[config.mk]
export PLATFORM = sky130hd
export DESIGN_NAME = pao_port_override
export DESIGN_NICKNAME = d
export VERILOG_FILES = /design/src/logic/pao_pkg.sv /design/src/logic/pao_pin_mux.sv /design/src/logic/pao_port_override.sv
export SDC_FILE = /design/constraint.sdc
export NUM_CORES = 1
export LEC_CHECK = 0
export BUFFER_PORTS_ARGS = -buffer_cell sky130_fd_sc_hd__buf_2
export CAP_MARGIN = 10
export CORE_AREA = 2 2 99 101
export CTS_BUF_LIST = sky130_fd_sc_hd__clkbuf_4 sky130_fd_sc_hd__clkbuf_8
export CTS_CLUSTER_SIZE = 16
export DETAILED_ROUTE_END_ITERATION = 8
export DIE_AREA = 0 0 101 103
export GPL_ROUTABILITY_DRIVEN = 0
export PLACE_DENSITY = 0.73
export SLEW_MARGIN = 10
export SYNTH_ARGS = -nofsm -noshare
export SYNTH_HDL_FRONTEND = slang
export SYNTH_SLANG_ARGS = --single-unit
[constraint.sdc]
create_clock -name i_sys_clk -period 1.8 [get_ports i_sys_clk]
set_input_delay 0.36 -clock i_sys_clk [delete_from_list [all_inputs] [get_ports i_sys_clk]]
set_output_delay 0.36 -clock i_sys_clk [all_outputs]
set_load 0.02 [all_outputs]
[src/logic/pao_pkg.sv]
/*
  shared constants of the port override block: pin positions, field widths,
  reset values and mask-field limits.
  assumes one system clock and an active-low asynchronous reset.
*/
package pao_pkg;
  localparam int          PORT_W        = 8;
  localparam int          PORTD_LSB     = 3;
  localparam int          PORTD_W       = 5;
  localparam int          MASK_W        = 3;
  localparam int          SYNC_STAGES   = 2;
  // port b pin positions
  localparam int          PB_SEL_BIT    = 0;
  localparam int          PB_SCK_BIT    = 1;
  localparam int          PB_MOSI_BIT   = 2;
  localparam int          PB_MISO_BIT   = 3;
  localparam int          PB_CMP_LSB    = 4;
  localparam int          PB_CMP7_BIT   = 7;
  // port d pin positions
  localparam int          PD_TX_BIT     = 3;
  localparam int          PD_CAP_BIT    = 4;
  localparam int          PD_XCK_BIT    = 5;
  localparam int          PD_T1_BIT     = 6;
  localparam int          PD_T2_BIT     = 7;
  localparam int          PD_XCK_DIR    = 4;
  // reset values
  localparam logic        LEGACY_RST    = 1'b1;
  localparam logic        OE_N_RST      = 1'b1;
  localparam logic [2:0]  MASK_ZERO     = 3'h0;
  // per-pin mask limits for port c pins 0..7
  localparam logic [31:0] XMM_LIMITS    = 32'h1234_5677;
endpackage

[src/logic/pao_pin_mux.sv]
/*
  one group of port pins: applies override enables and values to the port
  register bits and synchronises the pin inputs.
  assumes override terms come from logic on the same clock.
*/
`timescale 1ns/1ps
module pao_pin_mux
  import pao_pkg::*;
#(
  parameter int W = 8
) (
  input  wire logic         i_sys_clk,
  input  wire logic         i_rstn,
  input  wire logic [W-1:0] i_port_out,
  input  wire logic [W-1:0] i_port_dir,
  input  wire logic         i_pud,
  input  wire logic [W-1:0] i_pullup_override_en,
  input  wire logic [W-1:0] i_pullup_override_val,
  input  wire logic [W-1:0] i_dir_override_en,
  input  wire logic [W-1:0] i_dir_override_val,
  input  wire logic [W-1:0] i_portval_override_en,
  input  wire logic [W-1:0] i_portval_override_val,
  input  wire logic [W-1:0] i_input_enable_override_en,
  input  wire logic [W-1:0] i_input_enable_override_val,
  input  wire logic [W-1:0] i_pin_in,
  output logic      [W-1:0] o_pin_out,
  output logic      [W-1:0] o_pin_oe_n,
  output logic      [W-1:0] o_pullup,
  output logic      [W-1:0] o_input_en,
  output logic      [W-1:0] o_pin_sync
);
  // ==========================================================
  // override selection
  logic [W-1:0] dir_nxt;
  logic [W-1:0] meta_r;

  assign dir_nxt = (i_dir_override_en & i_dir_override_val) | (~i_dir_override_en & i_port_dir);

  always_ff @(posedge i_sys_clk or negedge i_rstn) begin
    if (!i_rstn) begin
      o_pin_out  <= '0;
      o_pin_oe_n <= {W{OE_N_RST}};
      o_pullup   <= '0;
      o_input_en <= '0;
    end else begin
      o_pin_out  <= (i_portval_override_en & i_portval_override_val) | (~i_portval_override_en & i_port_out);
      o_pin_oe_n <= ~dir_nxt;
      // register pull-up: output bit set, pin an input, no global disable
      o_pullup   <= (i_pullup_override_en & i_pullup_override_val) | (~i_pullup_override_en & i_port_out & ~dir_nxt & {W{~i_pud}});
      o_input_en <= (i_input_enable_override_en & i_input_enable_override_val) | ~i_input_enable_override_en;
    end
  end

  // ==========================================================
  // input synchroniser
  always_ff @(posedge i_sys_clk or negedge i_rstn) begin
    if (!i_rstn) begin
      meta_r     <= '0;
      o_pin_sync <= '0;
    end else begin
      meta_r     <= i_pin_in;
      o_pin_sync <= meta_r;
    end
  end
endmodule

[src/logic/pao_port_override.sv]
/*
  alternate-function override logic for port b, port c and port d bits 7..3.
  assumes peripheral enables and outputs come from logic on i_sys_clk and that
  the pin inputs are asynchronous.
*/
// Overview of operation
// - spi slave role forces the select pin to input, ignoring its direction bit.
// - slave spi is active only while the master holds select low.
// - spi master role leaves select pin direction to its port direction bit.
// - select pin forced to input keeps pull-up from its port output bit.
// - miso and mosi carry master or slave data according to the spi role.
// - upper port b pins: compare output replaces port value when enabled.
// - legacy mode: pin b7 carries only the 8-bit timer compare output.
// - spi pins: overrides depend on enable and role; direction override is zero.
// - legacy mode: port c is output only, no input.
// - device starts in legacy mode; port c drives outputs until it is left.
// - port c pins 7..0 carry external address bits 15..8.
// - port c pins 7..4 drive address when mask field below 1..4.
// - port c pins 3..0 drive address when mask field below 5,6,7,7.
// - legacy mode treats mask field as zero.
// - legacy mode removes second usart clock and transmit functions.
// - usart clock pin outputs when printed direction bit set, else input.
// - usart clock pin function only in synchronous mode.
// - port d bit 4 feeds capture; bits 7, 6 feed timer count sources.
// - usart transmitter enabled forces port d bit 3 to output.
// - port d bit 3 also feeds external interrupt 3.
`timescale 1ns/1ps
module pao_port_override
  import pao_pkg::*;
(
  input  wire logic                 i_sys_clk,
  input  wire logic                 i_rstn,
  input  wire logic                 i_legacy_exit,
  input  wire logic                 i_global_pullup_disable,
  input  wire logic [PORT_W-1:0]    i_portb_out,
  input  wire logic [PORT_W-1:0]    i_portb_dir,
  input  wire logic [PORT_W-1:0]    i_portc_out,
  input  wire logic [PORT_W-1:0]    i_portc_dir,
  input  wire logic [PORTD_W-1:0]   i_portd_out,
  input  wire logic [PORTD_W-1:0]   i_portd_dir,
  input  wire logic                 i_spi_enable_bit,
  input  wire logic                 i_spi_master_select,
  input  wire logic                 i_spi_master_out,
  input  wire logic                 i_spi_slave_out,
  input  wire logic                 i_spi_sck_out,
  input  wire logic [3:0]           i_cmp_en,
  input  wire logic                 i_timer0_compare_out,
  input  wire logic                 i_timer1_compare_a_out,
  input  wire logic                 i_timer1_compare_b_out,
  input  wire logic                 i_timer1_compare_c_out,
  input  wire logic                 i_timer1_c_en,
  input  wire logic                 i_timer2_compare_out,
  input  wire logic                 i_xmem_enable,
  input  wire logic [MASK_W-1:0]    i_xmem_high_addr_mask,
  input  wire logic [PORT_W-1:0]    i_xmem_addr_hi,
  input  wire logic                 i_usart_b_sync_mode,
  input  wire logic                 i_usart_b_clk_out,
  input  wire logic                 i_usart_b_tx_en,
  input  wire logic                 i_usart_b_transmit,
  input  wire logic                 i_ext_irq3_en,
  input  wire logic [PORT_W-1:0]    i_portb_pin,
  input  wire logic [PORT_W-1:0]    i_portc_pin,
  input  wire logic [PORTD_W-1:0]   i_portd_pin,
  output logic      [PORT_W-1:0]    o_portb_pin,
  output logic      [PORT_W-1:0]    o_portb_oe_n,
  output logic      [PORT_W-1:0]    o_portb_pullup,
  output logic      [PORT_W-1:0]    o_portb_input_en,
  output logic      [PORT_W-1:0]    o_portc_pin,
  output logic      [PORT_W-1:0]    o_portc_oe_n,
  output logic      [PORT_W-1:0]    o_portc_pullup,
  output logic      [PORT_W-1:0]    o_portc_input_en,
  output logic      [PORTD_W-1:0]   o_portd_pin,
  output logic      [PORTD_W-1:0]   o_portd_oe_n,
  output logic      [PORTD_W-1:0]   o_portd_pullup,
  output logic      [PORTD_W-1:0]   o_portd_input_en,
  output logic                      o_legacy_mode,
  output logic                      o_spi_slave_active,
  output logic                      o_spi_master_in,
  output logic                      o_spi_slave_in,
  output logic                      o_spi_sck_in,
  output logic                      o_timer1_capture_in,
  output logic                      o_timer1_count_src,
  output logic                      o_timer2_count_src,
  output logic                      o_usart_b_ext_clock,
  output logic                      o_ext_irq3
);
  // ==========================================================
  // mode state
  logic                 legacy_r;
  logic                 spi_master;
  logic                 spi_slave;
  logic [MASK_W-1:0]    mask_eff;
  logic                 xck_act;
  logic                 tx_act;
  logic [PORT_W-1:0]    sync_b;
  logic [PORT_W-1:0]    sync_c;
  logic [PORTD_W-1:0]   sync_d;

  function automatic logic xmm_below(input logic [MASK_W-1:0] m, input int pin);
    logic [3:0] lim;
    lim = XMM_LIMITS[pin*4 +: 4];
    return {1'b0, m} < lim;
  endfunction

  // legacy mode holds from reset until software asks to leave it
  always_ff @(posedge i_sys_clk or negedge i_rstn) begin
    if (!i_rstn) begin
      legacy_r <= LEGACY_RST;
    end else if (i_legacy_exit) begin
      legacy_r <= 1'b0;
    end
  end
  assign o_legacy_mode = legacy_r;

  assign spi_master = i_spi_enable_bit & i_spi_master_select;
  assign spi_slave  = i_spi_enable_bit & ~i_spi_master_select;
  assign mask_eff   = legacy_r ? MASK_ZERO : i_xmem_high_addr_mask;
  assign xck_act    = i_usart_b_sync_mode & ~legacy_r;
  assign tx_act     = i_usart_b_tx_en & ~legacy_r;

  // ==========================================================
  // port b overrides
  logic [PORT_W-1:0] b_pullup_override_en, b_pullup_override_val, b_dir_override_en, b_dir_override_val, b_portval_override_en, b_portval_override_val;
  logic              b7_c_en;

  assign b7_c_en = i_timer1_c_en & ~legacy_r;

  always_comb begin
    b_pullup_override_en = '0;
    b_pullup_override_val = '0;
    b_dir_override_en = '0;
    b_dir_override_val = '0;
    b_portval_override_en = '0;
    b_portval_override_val = '0;
    // spi pins: input-forced pins feed the spi; pull-up from output bit
    for (int i = PB_SEL_BIT; i <= PB_MISO_BIT; i++) begin
      b_pullup_override_en[i] = (i == PB_SEL_BIT || i == PB_MISO_BIT) ? spi_master : spi_slave;
      b_pullup_override_val[i] = i_portb_out[i] & ~i_global_pullup_disable;
    end
    b_dir_override_en[PB_MISO_BIT] = spi_master;
    b_dir_override_en[PB_MOSI_BIT] = spi_slave;
    b_dir_override_en[PB_SCK_BIT]  = spi_slave;
    b_dir_override_en[PB_SEL_BIT]  = spi_slave;
    b_portval_override_en[PB_MISO_BIT] = spi_slave;
    b_portval_override_val[PB_MISO_BIT] = i_spi_slave_out;
    b_portval_override_en[PB_MOSI_BIT] = spi_master;
    b_portval_override_val[PB_MOSI_BIT] = i_spi_master_out;
    b_portval_override_en[PB_SCK_BIT]  = spi_master;
    b_portval_override_val[PB_SCK_BIT]  = i_spi_sck_out;
    // compare outputs never touch pull-up, direction or input
    b_portval_override_en[PB_CMP_LSB +: 4] = {i_cmp_en[3] | b7_c_en, i_cmp_en[2:0]};
    b_portval_override_val[PB_CMP_LSB]      = i_timer0_compare_out;
    b_portval_override_val[PB_CMP_LSB + 1]  = i_timer1_compare_a_out;
    b_portval_override_val[PB_CMP_LSB + 2]  = i_timer1_compare_b_out;
    b_portval_override_val[PB_CMP7_BIT]     = (i_cmp_en[3] & i_timer2_compare_out) | (b7_c_en & i_timer1_compare_c_out);
  end

  // ==========================================================
  // port c overrides
  logic [PORT_W-1:0] c_addr_en;
  for (genvar g = 0; g < PORT_W; g++) begin : g_c
    assign c_addr_en[g] = i_xmem_enable & xmm_below(mask_eff, g);
  end

  // ==========================================================
  // port d overrides, vector index 0 is pin 3
  logic [PORTD_W-1:0] d_oe, d_ov, d_portval_override_en, d_portval_override_val;
  always_comb begin
    d_oe   = '0;
    d_ov   = '0;
    d_portval_override_en = '0;
    d_portval_override_val = '0;
    d_oe[PD_TX_BIT - PORTD_LSB]    = tx_act;
    d_ov[PD_TX_BIT - PORTD_LSB]    = 1'b1;
    d_portval_override_en[PD_TX_BIT - PORTD_LSB]  = tx_act;
    d_portval_override_val[PD_TX_BIT - PORTD_LSB]  = i_usart_b_transmit;
    d_oe[PD_XCK_BIT - PORTD_LSB]   = xck_act;
    d_ov[PD_XCK_BIT - PORTD_LSB]   = i_portd_dir[PD_XCK_DIR - PORTD_LSB];
    d_portval_override_en[PD_XCK_BIT - PORTD_LSB] = xck_act;
    d_portval_override_val[PD_XCK_BIT - PORTD_LSB] = i_usart_b_clk_out;
  end

  // ==========================================================
  // pin groups
  pao_pin_mux #(.W(PORT_W)) u_portb (
    .i_sys_clk  (i_sys_clk),
    .i_rstn     (i_rstn),
    .i_port_out (i_portb_out),
    .i_port_dir (i_portb_dir),
    .i_pud      (i_global_pullup_disable),
    .i_pullup_override_en     (b_pullup_override_en),
    .i_pullup_override_val     (b_pullup_override_val),
    .i_dir_override_en     (b_dir_override_en),
    .i_dir_override_val     (b_dir_override_val),
    .i_portval_override_en     (b_portval_override_en),
    .i_portval_override_val     (b_portval_override_val),
    .i_input_enable_override_en    ('0),
    .i_input_enable_override_val    ('0),
    .i_pin_in   (i_portb_pin),
    .o_pin_out  (o_portb_pin),
    .o_pin_oe_n (o_portb_oe_n),
    .o_pullup   (o_portb_pullup),
    .o_input_en (o_portb_input_en),
    .o_pin_sync (sync_b)
  );

  pao_pin_mux #(.W(PORT_W)) u_portc (
    .i_sys_clk  (i_sys_clk),
    .i_rstn     (i_rstn),
    .i_port_out (i_portc_out),
    .i_port_dir (i_portc_dir),
    .i_pud      (i_global_pullup_disable),
    .i_pullup_override_en     (c_addr_en),
    .i_pullup_override_val     ('0),
    .i_dir_override_en     (c_addr_en | {PORT_W{legacy_r}}),
    .i_dir_override_val     ('1),
    .i_portval_override_en     (c_addr_en),
    .i_portval_override_val     (i_xmem_addr_hi),
    .i_input_enable_override_en    ({PORT_W{legacy_r}}),
    .i_input_enable_override_val    ('0),
    .i_pin_in   (i_portc_pin),
    .o_pin_out  (o_portc_pin),
    .o_pin_oe_n (o_portc_oe_n),
    .o_pullup   (o_portc_pullup),
    .o_input_en (o_portc_input_en),
    .o_pin_sync (sync_c)
  );

  pao_pin_mux #(.W(PORTD_W)) u_portd (
    .i_sys_clk  (i_sys_clk),
    .i_rstn     (i_rstn),
    .i_port_out (i_portd_out),
    .i_port_dir (i_portd_dir),
    .i_pud      (i_global_pullup_disable),
    .i_pullup_override_en     (d_oe),
    .i_pullup_override_val     ('0),
    .i_dir_override_en     (d_oe),
    .i_dir_override_val     (d_ov),
    .i_portval_override_en     (d_portval_override_en),
    .i_portval_override_val     (d_portval_override_val),
    .i_input_enable_override_en    ({{(PORTD_W-1){1'b0}}, i_ext_irq3_en}),
    .i_input_enable_override_val    ({{(PORTD_W-1){1'b0}}, 1'b1}),
    .i_pin_in   (i_portd_pin),
    .o_pin_out  (o_portd_pin),
    .o_pin_oe_n (o_portd_oe_n),
    .o_pullup   (o_portd_pullup),
    .o_input_en (o_portd_input_en),
    .o_pin_sync (sync_d)
  );

  // ==========================================================
  // inputs to peripherals
  always_ff @(posedge i_sys_clk or negedge i_rstn) begin
    if (!i_rstn) begin
      o_spi_slave_active  <= 1'b0;
      o_spi_master_in     <= 1'b0;
      o_spi_slave_in      <= 1'b0;
      o_spi_sck_in        <= 1'b0;
    end else begin
      o_spi_slave_active  <= spi_slave & ~sync_b[PB_SEL_BIT];
      o_spi_master_in     <= sync_b[PB_MISO_BIT];
      o_spi_slave_in      <= sync_b[PB_MOSI_BIT];
      o_spi_sck_in        <= sync_b[PB_SCK_BIT];
    end
  end

  always_ff @(posedge i_sys_clk or negedge i_rstn) begin
    if (!i_rstn) begin
      o_timer1_capture_in <= 1'b0;
      o_timer1_count_src  <= 1'b0;
      o_timer2_count_src  <= 1'b0;
      o_usart_b_ext_clock <= 1'b0;
      o_ext_irq3          <= 1'b0;
    end else begin
      o_timer1_capture_in <= sync_d[PD_CAP_BIT - PORTD_LSB];
      o_timer1_count_src  <= sync_d[PD_T1_BIT - PORTD_LSB];
      o_timer2_count_src  <= sync_d[PD_T2_BIT - PORTD_LSB];
      o_usart_b_ext_clock <= xck_act & sync_d[PD_XCK_BIT - PORTD_LSB];
      o_ext_irq3          <= sync_d[PD_TX_BIT - PORTD_LSB];
    end
  end
endmodule

After elaboration in Yosys (flattened, before gate mapping) --
Cells that the tools add are included. W data, S select, Z words.
Operators by class: order comparisons 7, bitwise gates (word level) 63, multiplexer cells 1
Operator list (count):
- $and A8 B8 Y8 | 11
- $not A8 Y8 | 6
- $or A8 B8 Y8 | 5
- $and A1 B1 Y1 | 20
- $and A5 B5 Y5 | 4
- $not A4 Y8 | 2
- $lt A3 B3 Y1 const B | 4
- $or A5 B5 Y5 | 2
- $and A3 B3 Y3 | 2
- $lt A3 B2 Y1 const B | 2
- $not A1 Y5 | 1
- $not A3 Y5 | 1
- $not A5 Y5 | 1
- $or A1 B5 Y5 | 1
- $and A4 B4 Y4 | 1
- $not A1 Y1 | 4
- $lt A3 B1 Y1 const B | 1
- $mux W3 | 1
- $or A1 B1 Y1 | 2
Word-level totals: bits of input ports 99, output and inout port bits 94, flip-flop bits (word level) 105, word-level logic and storage cells 97

Logic depth before layout (Yosys ltp) --
Gate-level depths: netlist (run 1).
word-level depth 10, depth in mapped cells 4, depth with buffers taken out 3

Cells and area by module --
From an unflattened synthesis (run 1), not the netlist that was laid out.
Unflattened totals: cell total of the unflattened synthesis 283, area total of the unflattened synthesis 4608.2 um^2
By module, submodules not included:
- pao_pin_mux (u_portb ...) | cells an instance 89, sequential area each 1211.2 um^2, area an instance 1560.2 um^2, times used 2
- pao_pin_mux (u_portd) | cells an instance 55, sequential area each 757.0 um^2, area an instance 965.9 um^2, times used 1
- pao_port_override | cells an instance 50, sequential area each 251.5 um^2, area an instance 521.8 um^2, times used 1

Worst setup path before layout (run 1) --
OpenSTA, ideal clock, no wires.
path type register to register, from reg legacy_r, in the netlist o_legacy_mode, to reg u_portc.o_pin_out[5], required time 1.672 ns, data arrival time 1.245 ns, path slack 0.427 ns, buffers on the path 1, stages on the path, launching flop included 5, library setup time 0.128 ns, period minus slack after synthesis 1.373 ns, cell sequence dfstp_2 > nand2b_1 > buf_4 > o211ai_1 > mux2_1
Between the ends: longest elaborated chain between the ends 6, elaborated cells on any way between the ends 7, those cells by class order compare (1); mux (1); bitwise (5)
Ends and longest elaborated chain:
- start: declaration | line pao_port_override.sv:89 | logic legacy_r;
- start signal: assignment | line pao_port_override.sv:108 | legacy_r <= LEGACY_RST;
- start signal: assignment | line pao_port_override.sv:110 | legacy_r <= 1'b0;
- $mux W3 * | line pao_port_override.sv:117 | assign mask_eff = legacy_r ? MASK_ZERO : i_xmem_high_addr_mask;
- $lt A3 B2 Y1 * | line pao_port_override.sv:102 | return {1'b0, m} < lim;
- $and A1 B1 Y1 * | line pao_port_override.sv:162 | assign c_addr_en[g] = i_xmem_enable & xmm_below(mask_eff, g);
- $not A8 Y8 | line pao_pin_mux.sv:46 | o_pin_out <= (i_portval_override_en & i_portval_override_val) | (~i_portval_override_en & i_port_out);
- $and A8 B8 Y8 | line pao_pin_mux.sv:46
- $or A8 B8 Y8 * | line pao_pin_mux.sv:46
- end signal: assignment | line pao_pin_mux.sv:46
- end: declaration | line pao_pin_mux.sv:26 | output logic [W-1:0] o_pin_out,
Mark *: on every way between the ends. The rest lies on a longest branch, timed or not. A chain may end at the register's enable or synchronous reset.

Final worst setup path (run 1) --
from reg legacy_r, in the netlist o_legacy_mode, to out o_legacy_mode
RTL lines:
- end: declaration | line pao_port_override.sv:76 | output logic o_legacy_mode,
No word-level cell between the ends.

==> results.toml, run 1 <==
[synth]
postSynthCellCount = 210
netlist_area_um2 = 3190
synth_warnings = 0
postSynthAreaPerCell_um2 = 15.2
yosysSeqAreaShare_pct = 73.8
ys_types = 36
synth.net_count = 309
synth-seq-cells = 93

[floorplanning]
ios = 193
die_area_um2 = 10400
core_area_um2 = 9460
fp.dieW_um = 101
die_h_um = 103
fp-row-count = 36
initial_core_util_pct = 33.7

[placed_design]
port_buffers = 179
post-dp-hpwl_um = 5390

[finish]
nFillCells = 863
regArea_um2 = 2350
layout.cells.most_common = "buf_2"
multi_input_area_um2 = 622
area_delta_synth_final_pct = 35.0
antenna_cells = 0
nets = 480
mostFrequentLayoutCells = "buf_2 (178), dfrtp_1 (71), dfstp_2 (22), clkbuf_8 (13)"
finish.utilization_pct = 45.6
drive_above_1_share_pct = 61.1

[routing]
routed_wl_um = 7080
drc = 0
wl_per_cell_um = 14.2
via_count = 2226
drt_iter0_drc = 47
drtAntennaViolNets = 0
viasPerCell = 4.45
first_pass_iters = 4

[run_status]
status = "completed"

[cts]
clock-sinks = 93
cts_buffer_depth = 2
root_buffer = "clkbuf_8"
cts-buffers-inserted = 9
clk-insertion-delay-late_ns = 0.34
htree_levels = 3
cts_tree = "yes"
path_clk_slew_ns = 0.09

[min_path]
hp-start = "i_portb_pin[3]"
hold_class = "in2reg"

[power]
leakage_nw = 2.24
p_per_area_nw_per_um2 = 958
peakVddDrop_v = 0.000381

[worst_setup_path]
critPathLaunchType = "flop"
cp.arrival_ns = 1.29
worstPathCellList = "buf_4 -> buf_2"
cp_slowest_cell = "dfstp_2"
max_stage_delay_ns = 0.54
critical_path_class = "reg2out"
critPathMaxFanout = 14
worstPathRequired_ns = 1.44
timing.rr.start = "o_legacy_mode"
timing.critical_path.to_type = "output pin"
crit_start = "o_legacy_mode"

[timing]
period_minus_slack_ns = 1.65
finalSetupTns_ns = 0
rsz0062_at_grt = "false"
hold_viol = 0
timing.fmax_mhz = 608
fin_crit_sh_pct = 91.4
drv_slew = 0
fin_skew_ns = 0.0103
setup_violations = 0

[global_routing]
grt_pass1_wl_um = 10300
grt_max_degree = 55
grt-ovfl-total = 0
grt_util_all_layers_pct = 13.2
grt_pass1_vias = 2149
antenna_found_initial = 0

[flow_run]
cap_violations = 0
==> synthesized netlist by cell type, drive strengths merged <==
master | instances | area share [%]
dfrtp | 71 | 56
buf | 23 | 5.4
dfstp | 22 | 18
mux2 | 16 | 5.6
inv | 10 | 1.2
nand2 | 9 | 1.1
nor2 | 7 | 0.82
nor3b | 7 | 1.6
a211oi | 4 | 1.1
and2 | 4 | 0.78
and3b | 4 | 1.1
nor2b | 4 | 0.86
nor4b | 4 | 1.5
o21ai | 4 | 0.74
nor3 | 3 | 0.47
o211ai | 3 | 0.71
a21oi | 2 | 0.31
and3 | 2 | 0.39
nand2b | 2 | 0.39
a21o | 1 | 0.24
a311o | 1 | 0.31
a31oi | 1 | 0.20
and4b | 1 | 0.31
clkbuf | 1 | 0.12
conb | 1 | 0.12
mux2i | 1 | 0.31
nand3 | 1 | 0.16
or4b | 1 | 0.31
==> kinds of logic (layout without fill, tap and decap cells) <==
logic type | after synthesis | after routing | share of synthesized area, %
buffers and inverters | 34 | 210 | 6.74
other | 1 | 1 | 0.117
multiplexers | 17 | 17 | 5.96
flip-flops | 93 | 93 | 73.8
AO/OA/AOI/OAI | 16 | 16 | 3.61
AND/OR/NAND/NOR | 49 | 49 | 9.80
==> state kept, by name, summed over array words and instances, names as in the netlist, 4 cells and up <==
name	flops
u_portb.o_pin_oe_n	8
u_portb.o_pin_out	8
u_portb.o_pullup	8
u_portc.o_pin_oe_n	8
u_portc.o_pin_out	8
u_portc.o_pullup	8
u_portd.meta_r	5
u_portd.o_pin_oe_n	5
u_portd.o_pin_out	5
u_portd.o_pin_sync	5
u_portd.o_pullup	5
u_portb.meta_r	4
u_portb.o_pin_sync	4
==> critical path, delay by kind of cell (launching register included) <==
family / cells / cell delay, ns
flip-flops: 1 / 0.54
buffers and inverters: 2 / 0.39
==> layer usage <==
metal  up-vias  global-route usage (%)  wire length, µm
met2       116                    21.7             3530
met3        13                    3.32              515
met1      1081                    15.6             2880
met4         0                    7.90              159
li1       1016                       -                -
met5         -                       0                0
==> repair_timing <==
item / 4_1_cts / 5_1_grt
setup buffers: 0 / 0
setup endpoints to repair: 0 / 0
hold buffers: 1 / 0
endpoints found under the hold margin: 7 / 0
gates resized for setup: 0 / 0
==> worst paths after layout <==
path,slack [ns],cells after the start,endpoint
worst max-delay path,0.15,2,o_legacy_mode
worst min-delay path,0.11,1,u_portb.meta_r[3]
worst max register to register,0.33,3,u_portc.o_pin_out[1]
worst min register to register,0.35,0,u_portb.o_pin_sync[2]
max in group asynchronous,0.77,3,u_portc.o_pin_oe_n[0]
min in group asynchronous,0.37,2,u_portd.o_pin_out[0]
==> power breakdown <==
group	switching, mW	leakage, nW	internal [mW]
clock	0.686	0.102	0.673
sequential	0.0288	1.10	2.22
combinational	0.320	1.04	0.203
total	1.03	2.24	3.10
==> per-stage QoR <==
stage               hold WS (ns)  instances  area [µm²]  setup slack, ns  power, mW
finish                     0.109        500        4310            0.155       4.13
global route              0.0768        500        4310            0.103       4.33
CTS                       0.0839        500        4310            0.136       4.19
detailed placement         0.200        483        4100            0.335       2.82
global placement           0.196        483        4100            0.377       2.80
floorplan                 0.0644        210        3190            0.427       2.56
==> final cells by class <==
type	instances	share of cell area, %
Tap cell	114	3.31
Inverter	10	0.871
Sequential cell	93	54.6
Clock buffer	14	4.33
Timing Repair Buffer	184	22.1
Clock inverter	2	0.377
Multi-Input combinational cell	83	14.4
Power figures use the tool's default switching activity.
==> inputs of run 2 (changes only) <==
--- a/config.mk
+++ b/config.mk
@@ -13,7 +13,7 @@
 export DETAILED_ROUTE_END_ITERATION = 8
 export DIE_AREA = 0 0 101 103
 export GPL_ROUTABILITY_DRIVEN = 0
-export PLACE_DENSITY = 0.73
+export PLACE_DENSITY = 0.75
 export SLEW_MARGIN = 10
 export SYNTH_ARGS = -nofsm -noshare
 export SYNTH_HDL_FRONTEND = slang
==> constraint.sdc (replaced) <==
create_clock -name i_sys_clk -period 1.49 [get_ports i_sys_clk]
set_input_delay 0.298 -clock i_sys_clk [delete_from_list [all_inputs] [get_ports i_sys_clk]]
set_output_delay 0.298 -clock i_sys_clk [all_outputs]
set_load 0.02 [all_outputs]
==> run 2 against run 1 <==
Compared with the run above: sequential power increased by 20%; clock power up 26%; combinational power rose by 20%; hold slack got worse by 0.055 ns; routed wire length rose by 0.51%; count of clock-buffer cells in the layout shrank 1; non-clock buffer count up 2.
==> results.toml, run 2 (same netlist as run 1, synthesis figures left out) <==
[floorplanning]
die_h_um = 103
initial_core_util_pct = 33.7
die_area_um2 = 10400
fp-row-count = 36
core_area_um2 = 9460
fp.dieW_um = 101
ios = 193

[placed_design]
place_ws_ns = 0.0854
port_buffers = 179
post-dp-hpwl_um = 5330
placed_area_um2 = 4100

[timing]
fin_crit_sh_pct = 96.1
relSlewSlack_pct = 65.8
worst_pin_slew_ns = 0.514
final.setup.worst_slack_ns = 0.0577
fin_skew_ns = 0.00924
drv_slew = 0
timing.fmax_mhz = 698
finalSetupTns_ns = 0
rsz0062_at_grt = "false"
period_minus_slack_ns = 1.43
setup_violations = 0
hold_viol = 0

[routing]
viasPerCell = 4.35
drtAntennaViolNets = 0
via_count = 2182
first_pass_iters = 4
drc = 0
routed_wl_um = 7120
wl_per_cell_um = 14.2
drt_iter0_drc = 49

[finish]
mostFrequentLayoutCells = "buf_2 (177), dfrtp_1 (70), dfstp_2 (22), clkbuf_8 (11)"
drive_above_1_share_pct = 61.9
layout.cells.most_common = "buf_2"
design_area_um2 = 4350
area_delta_synth_final_pct = 36.2
nFillCells = 867
finish.utilization_pct = 46.0
antenna_cells = 0
nets = 482

[worst_setup_path]
timing.critical_path.to_type = "output pin"
critPathLaunchType = "flop"
worstPathRequired_ns = 1.19
cp.arrival_ns = 1.13
critical_path_class = "reg2out"
ff2ff_setup_slack_ns = 0.07
critPathMaxFanout = 3

[global_routing]
grt_max_degree = 94
grt_pass1_vias = 2200
grt-ovfl-total = 0
grt_pass1_wl_um = 10600
grt_util_all_layers_pct = 13.5
antenna_found_initial = 0

[cts]
root_buffer = "clkbuf_8"
cts-buffers-inserted = 9
path_clk_slew_ns = 0.09
cts_tree = "yes"
htree_levels = 3
cts_buffer_depth = 2
clk-insertion-delay-late_ns = 0.34
clock-sinks = 93

[min_path]
hold_class = "in2reg"

[power]
p_per_area_nw_per_um2 = 1160
total_power_mw = 5.06
peakVddDrop_v = 0.000423
leakage_nw = 2.26

[run_status]
status = "completed"

[flow_run]
cap_violations = 0
## run 2: cell types whose count changed in the layout (fill, tap and decap cells not counted), sizes merged
| cell | previous run | this run |
|---|---|---|
| clkbuf | 14 | 13 |
| clkinv | 1 | 2 |
| bufinv | 0 | 1 |
| clkinvlp | 1 | 0 |
| buf | 183 | 185 |
## run 2: cell type report
| class | instances | area (µm²) | area share, % |
|---|---|---|---|
| inverter | 10 | 37.5 | 0.864 |
| multi-input combinational | 83 | 624 | 14.4 |
| sequential | 93 | 2360 | 54.2 |
| timing repair buffer | 186 | 976 | 22.5 |
| clock buffer | 13 | 166 | 3.83 |
| tap | 114 | 143 | 3.28 |
| clock inverter | 3 | 43.8 | 1.01 |
## run 2: routing by layer
layer | part of all wire (%) | GRT usage, % | vias up
li1 | - | - | 1020
met1 | 39 | 15.3 | 1048
met2 | 51 | 23.7 | 104
met3 | 7.6 | 3.93 | 10
met4 | 1.7 | 6.55 | 0
met5 | 0 | 0 | -
## run 2: timing repair
action                     CTS  global route
gates resized for setup      3             2
setup endpoints to repair    1            15
hold endpoints to repair    33             0
hold buffers                 1             0
buffers inserted             2             0
## run 2: worst paths after layout
| check | startpoint | end | cells after the start |
|---|---|---|---|
| max | o_legacy_mode | o_legacy_mode | 2 |
| min | i_portb_pin[2] | u_portb.meta_r[2] | 1 |
| max reg2reg | o_legacy_mode | u_portd.o_pin_out[2] | 4 |
| min reg2reg | u_portd.o_pin_sync[4] | o_timer2_count_src | 0 |
| max in group asynchronous | i_rstn | u_portd.o_input_en[3] | 3 |
| min in group asynchronous | i_rstn | o_timer1_count_src | 3 |
## run 2: critical path, cell delays in order (launching register included)
cell,delay (ns)
dfstp_2,0.55
buf_8,0.10
buf_4,0.13
## run 2: metrics by stage
step                      instances  hold slack, ns
after floorplan                 210         0.00241
after global placement          483           0.332
after detailed placement        483           0.335
after CTS                       502          0.0231
after global routing            502          0.0211
final                           502          0.0546
## run 2: power breakdown
part,internal (mW),switching [mW]
combinational,0.244,0.385
clock,0.906,0.809
sequential,2.68,0.0337
total,3.83,1.23
==> inputs of run 3 (changes only) <==
--- a/config.mk
+++ b/config.mk
@@ -13,7 +13,8 @@
 export DETAILED_ROUTE_END_ITERATION = 8
 export DIE_AREA = 0 0 101 103
 export GPL_ROUTABILITY_DRIVEN = 0
-export PLACE_DENSITY = 0.75
+export PLACE_DENSITY = 0.73
+export SKIP_LAST_GASP = 1
 export SLEW_MARGIN = 10
 export SYNTH_ARGS = -nofsm -noshare
 export SYNTH_HDL_FRONTEND = slang
==> constraint.sdc (replaced) <==
create_clock -name i_sys_clk -period 1.57 [get_ports i_sys_clk]
set_input_delay 0.314 -clock i_sys_clk [delete_from_list [all_inputs] [get_ports i_sys_clk]]
set_output_delay 0.314 -clock i_sys_clk [all_outputs]
set_load 0.02 [all_outputs]
==> run 3 against run 2 <==
Compared with the run above: core utilization increased by 0.54 points; clock skew decreased by 0.0022 ns; via count increased by 2.5%; sequential share of layout area decreased by 0.66 points; first-iteration DRC count decreased by 2.0%; cell count increased by 0.60%; clock power increased by 8%; global-route usage decreased by 0.72 points; largest cell class unchanged.
==> results.toml, run 3 (same netlist as run 1, synthesis figures left out) <==
[run_status]
status = "completed"

[worst_setup_path]
crit_start = "o_legacy_mode"
cp.arrival_ns = 1.18
worstPathRequired_ns = 1.26
timing.critical_path.to_type = "output pin"
timing.rr.start = "o_legacy_mode"
critPathLaunchType = "flop"
critPathMaxFanout = 8
critical_path_class = "reg2out"

[timing]
hold_viol = 0
timing.fmax_mhz = 669
rsz0062_at_grt = "false"
worst_hold_slack_ns = 0.0646
final.setup.worst_slack_ns = 0.0757
fin_skew_ns = 0.00708
finalSetupTns_ns = 0
setup_violations = 0
period_minus_slack_ns = 1.49
drv_slew = 0
fin_crit_sh_pct = 95.2

[finish]
nets = 485
nFillCells = 885
mostFrequentLayoutCells = "buf_2 (177), dfrtp_1 (71), dfstp_2 (22), clkbuf_8 (12)"
drive_above_1_share_pct = 61.6
antenna_cells = 0
area_delta_synth_final_pct = 37.8
finish.utilization_pct = 46.5
layout.cells.most_common = "buf_2"

[cts]
cts-buffers-inserted = 9
path_clk_slew_ns = 0.09
clock-sinks = 93
root_buffer = "clkbuf_8"
cts_tree = "yes"
cts_buffer_depth = 2
clk-insertion-delay-late_ns = 0.35
htree_levels = 3

[min_path]
hp-start = "i_portd_pin[1]"
hold_class = "in2reg"

[global_routing]
use_met3_pct = 3.73
antenna_found_initial = 0
grt_pass1_wl_um = 10100
grt_util_all_layers_pct = 12.8
grt-ovfl-total = 0
top_usage_layer = "met2"
grt_pass1_vias = 2066
met2_usage_pct = 20.9
met1_usage_pct = 15.3
grt_max_degree = 94

[routing]
drtAntennaViolNets = 0
wl_per_cell_um = 13.9
drc = 0
via_count = 2237
routed_wl_um = 7030
viasPerCell = 4.43
drt_iter0_drc = 48
first_pass_iters = 4

[power]
p_comb_share_pct = 11.9
peakVddDrop_v = 0.000434
p_switching_mw = 1.21
p_sw_share_pct = 24.1
leakage_nw = 2.29
p_per_area_nw_per_um2 = 1140
pwr-share-seq_pct = 51.3
power.clock.fraction_pct = 36.8
power.internal_mw = 3.81

[flow_run]
cap_violations = 0

[floorplanning]
die_area_um2 = 10400
die_h_um = 103
fp-row-count = 36
fp.dieW_um = 101
ios = 193
core_area_um2 = 9460
initial_core_util_pct = 33.7

[placed_design]
port_buffers = 179
place_ws_ns = 0.121
post-dp-hpwl_um = 5370
-- run 3: per-layer routing --
metal / routed length [µm] / share of wire (%)
met1: 2850 / 41
met2: 3450 / 49
met3: 574 / 8.2
met4: 153 / 2.2
met5: 0 / 0
-- run 3: area by class of cell --
class,instances,area [µm²],share of cell area [%]
multi-input cells,83,622,14.1
repair buffers,189,998,22.7
clock buffers,12,165,3.76
flip-flops and latches,93,2350,53.5
well taps,114,143,3.24
inverters,10,37.5,0.853
clock inverters,4,77.6,1.76
-- run 3: what timing repair did --
action,4_1_cts,5_1_grt
hold buffers,1,0
setup buffers,1,4
hold endpoints to repair,9,0
gates resized for setup,3,0
endpoints found under the setup margin,1,1
-- run 3: worst max-delay path, stage by stage, from the launching register on --
cell and delay (ns):
dfstp_2 0.57, buf_8 0.13, buf_4 0.14
-- run 3: power groups by stage --
stage               Sequential (mW)  Clock [mW]  Combinational, mW
floorplan                      2.77           0              0.161
global placement               2.62           0              0.595
detailed placement             2.62           0              0.605
CTS                            2.58        1.93              0.608
global route                   2.59        1.99              0.651
finish                         2.58        1.85              0.598
-- run 3: worst paths after layout --
kind	endpoint	slack [ns]	depth (start not counted)
worst max-delay path	o_legacy_mode	0.08	2
worst min-delay path	u_portd.meta_r[1]	0.06	1
worst max register to register	u_portc.o_pin_out[1]	0.09	3
worst min register to register	u_portd.o_pin_sync[3]	0.35	0
max in group asynchronous	u_portb.o_pin_oe_n[4]	0.64	3
min in group asynchronous	o_timer1_count_src	0.55	3
-- run 3: through the flow --
| step | total power [mW] | instances | cell area, µm² |
|---|---|---|---|
| global placement | 3.22 | 483 | 4100 |
| CTS | 5.12 | 501 | 4370 |
| global route | 5.23 | 505 | 4400 |
| finish | 5.02 | 505 | 4400 |
| floorplan | 2.93 | 210 | 3190 |
| detailed placement | 3.23 | 483 | 4100 |
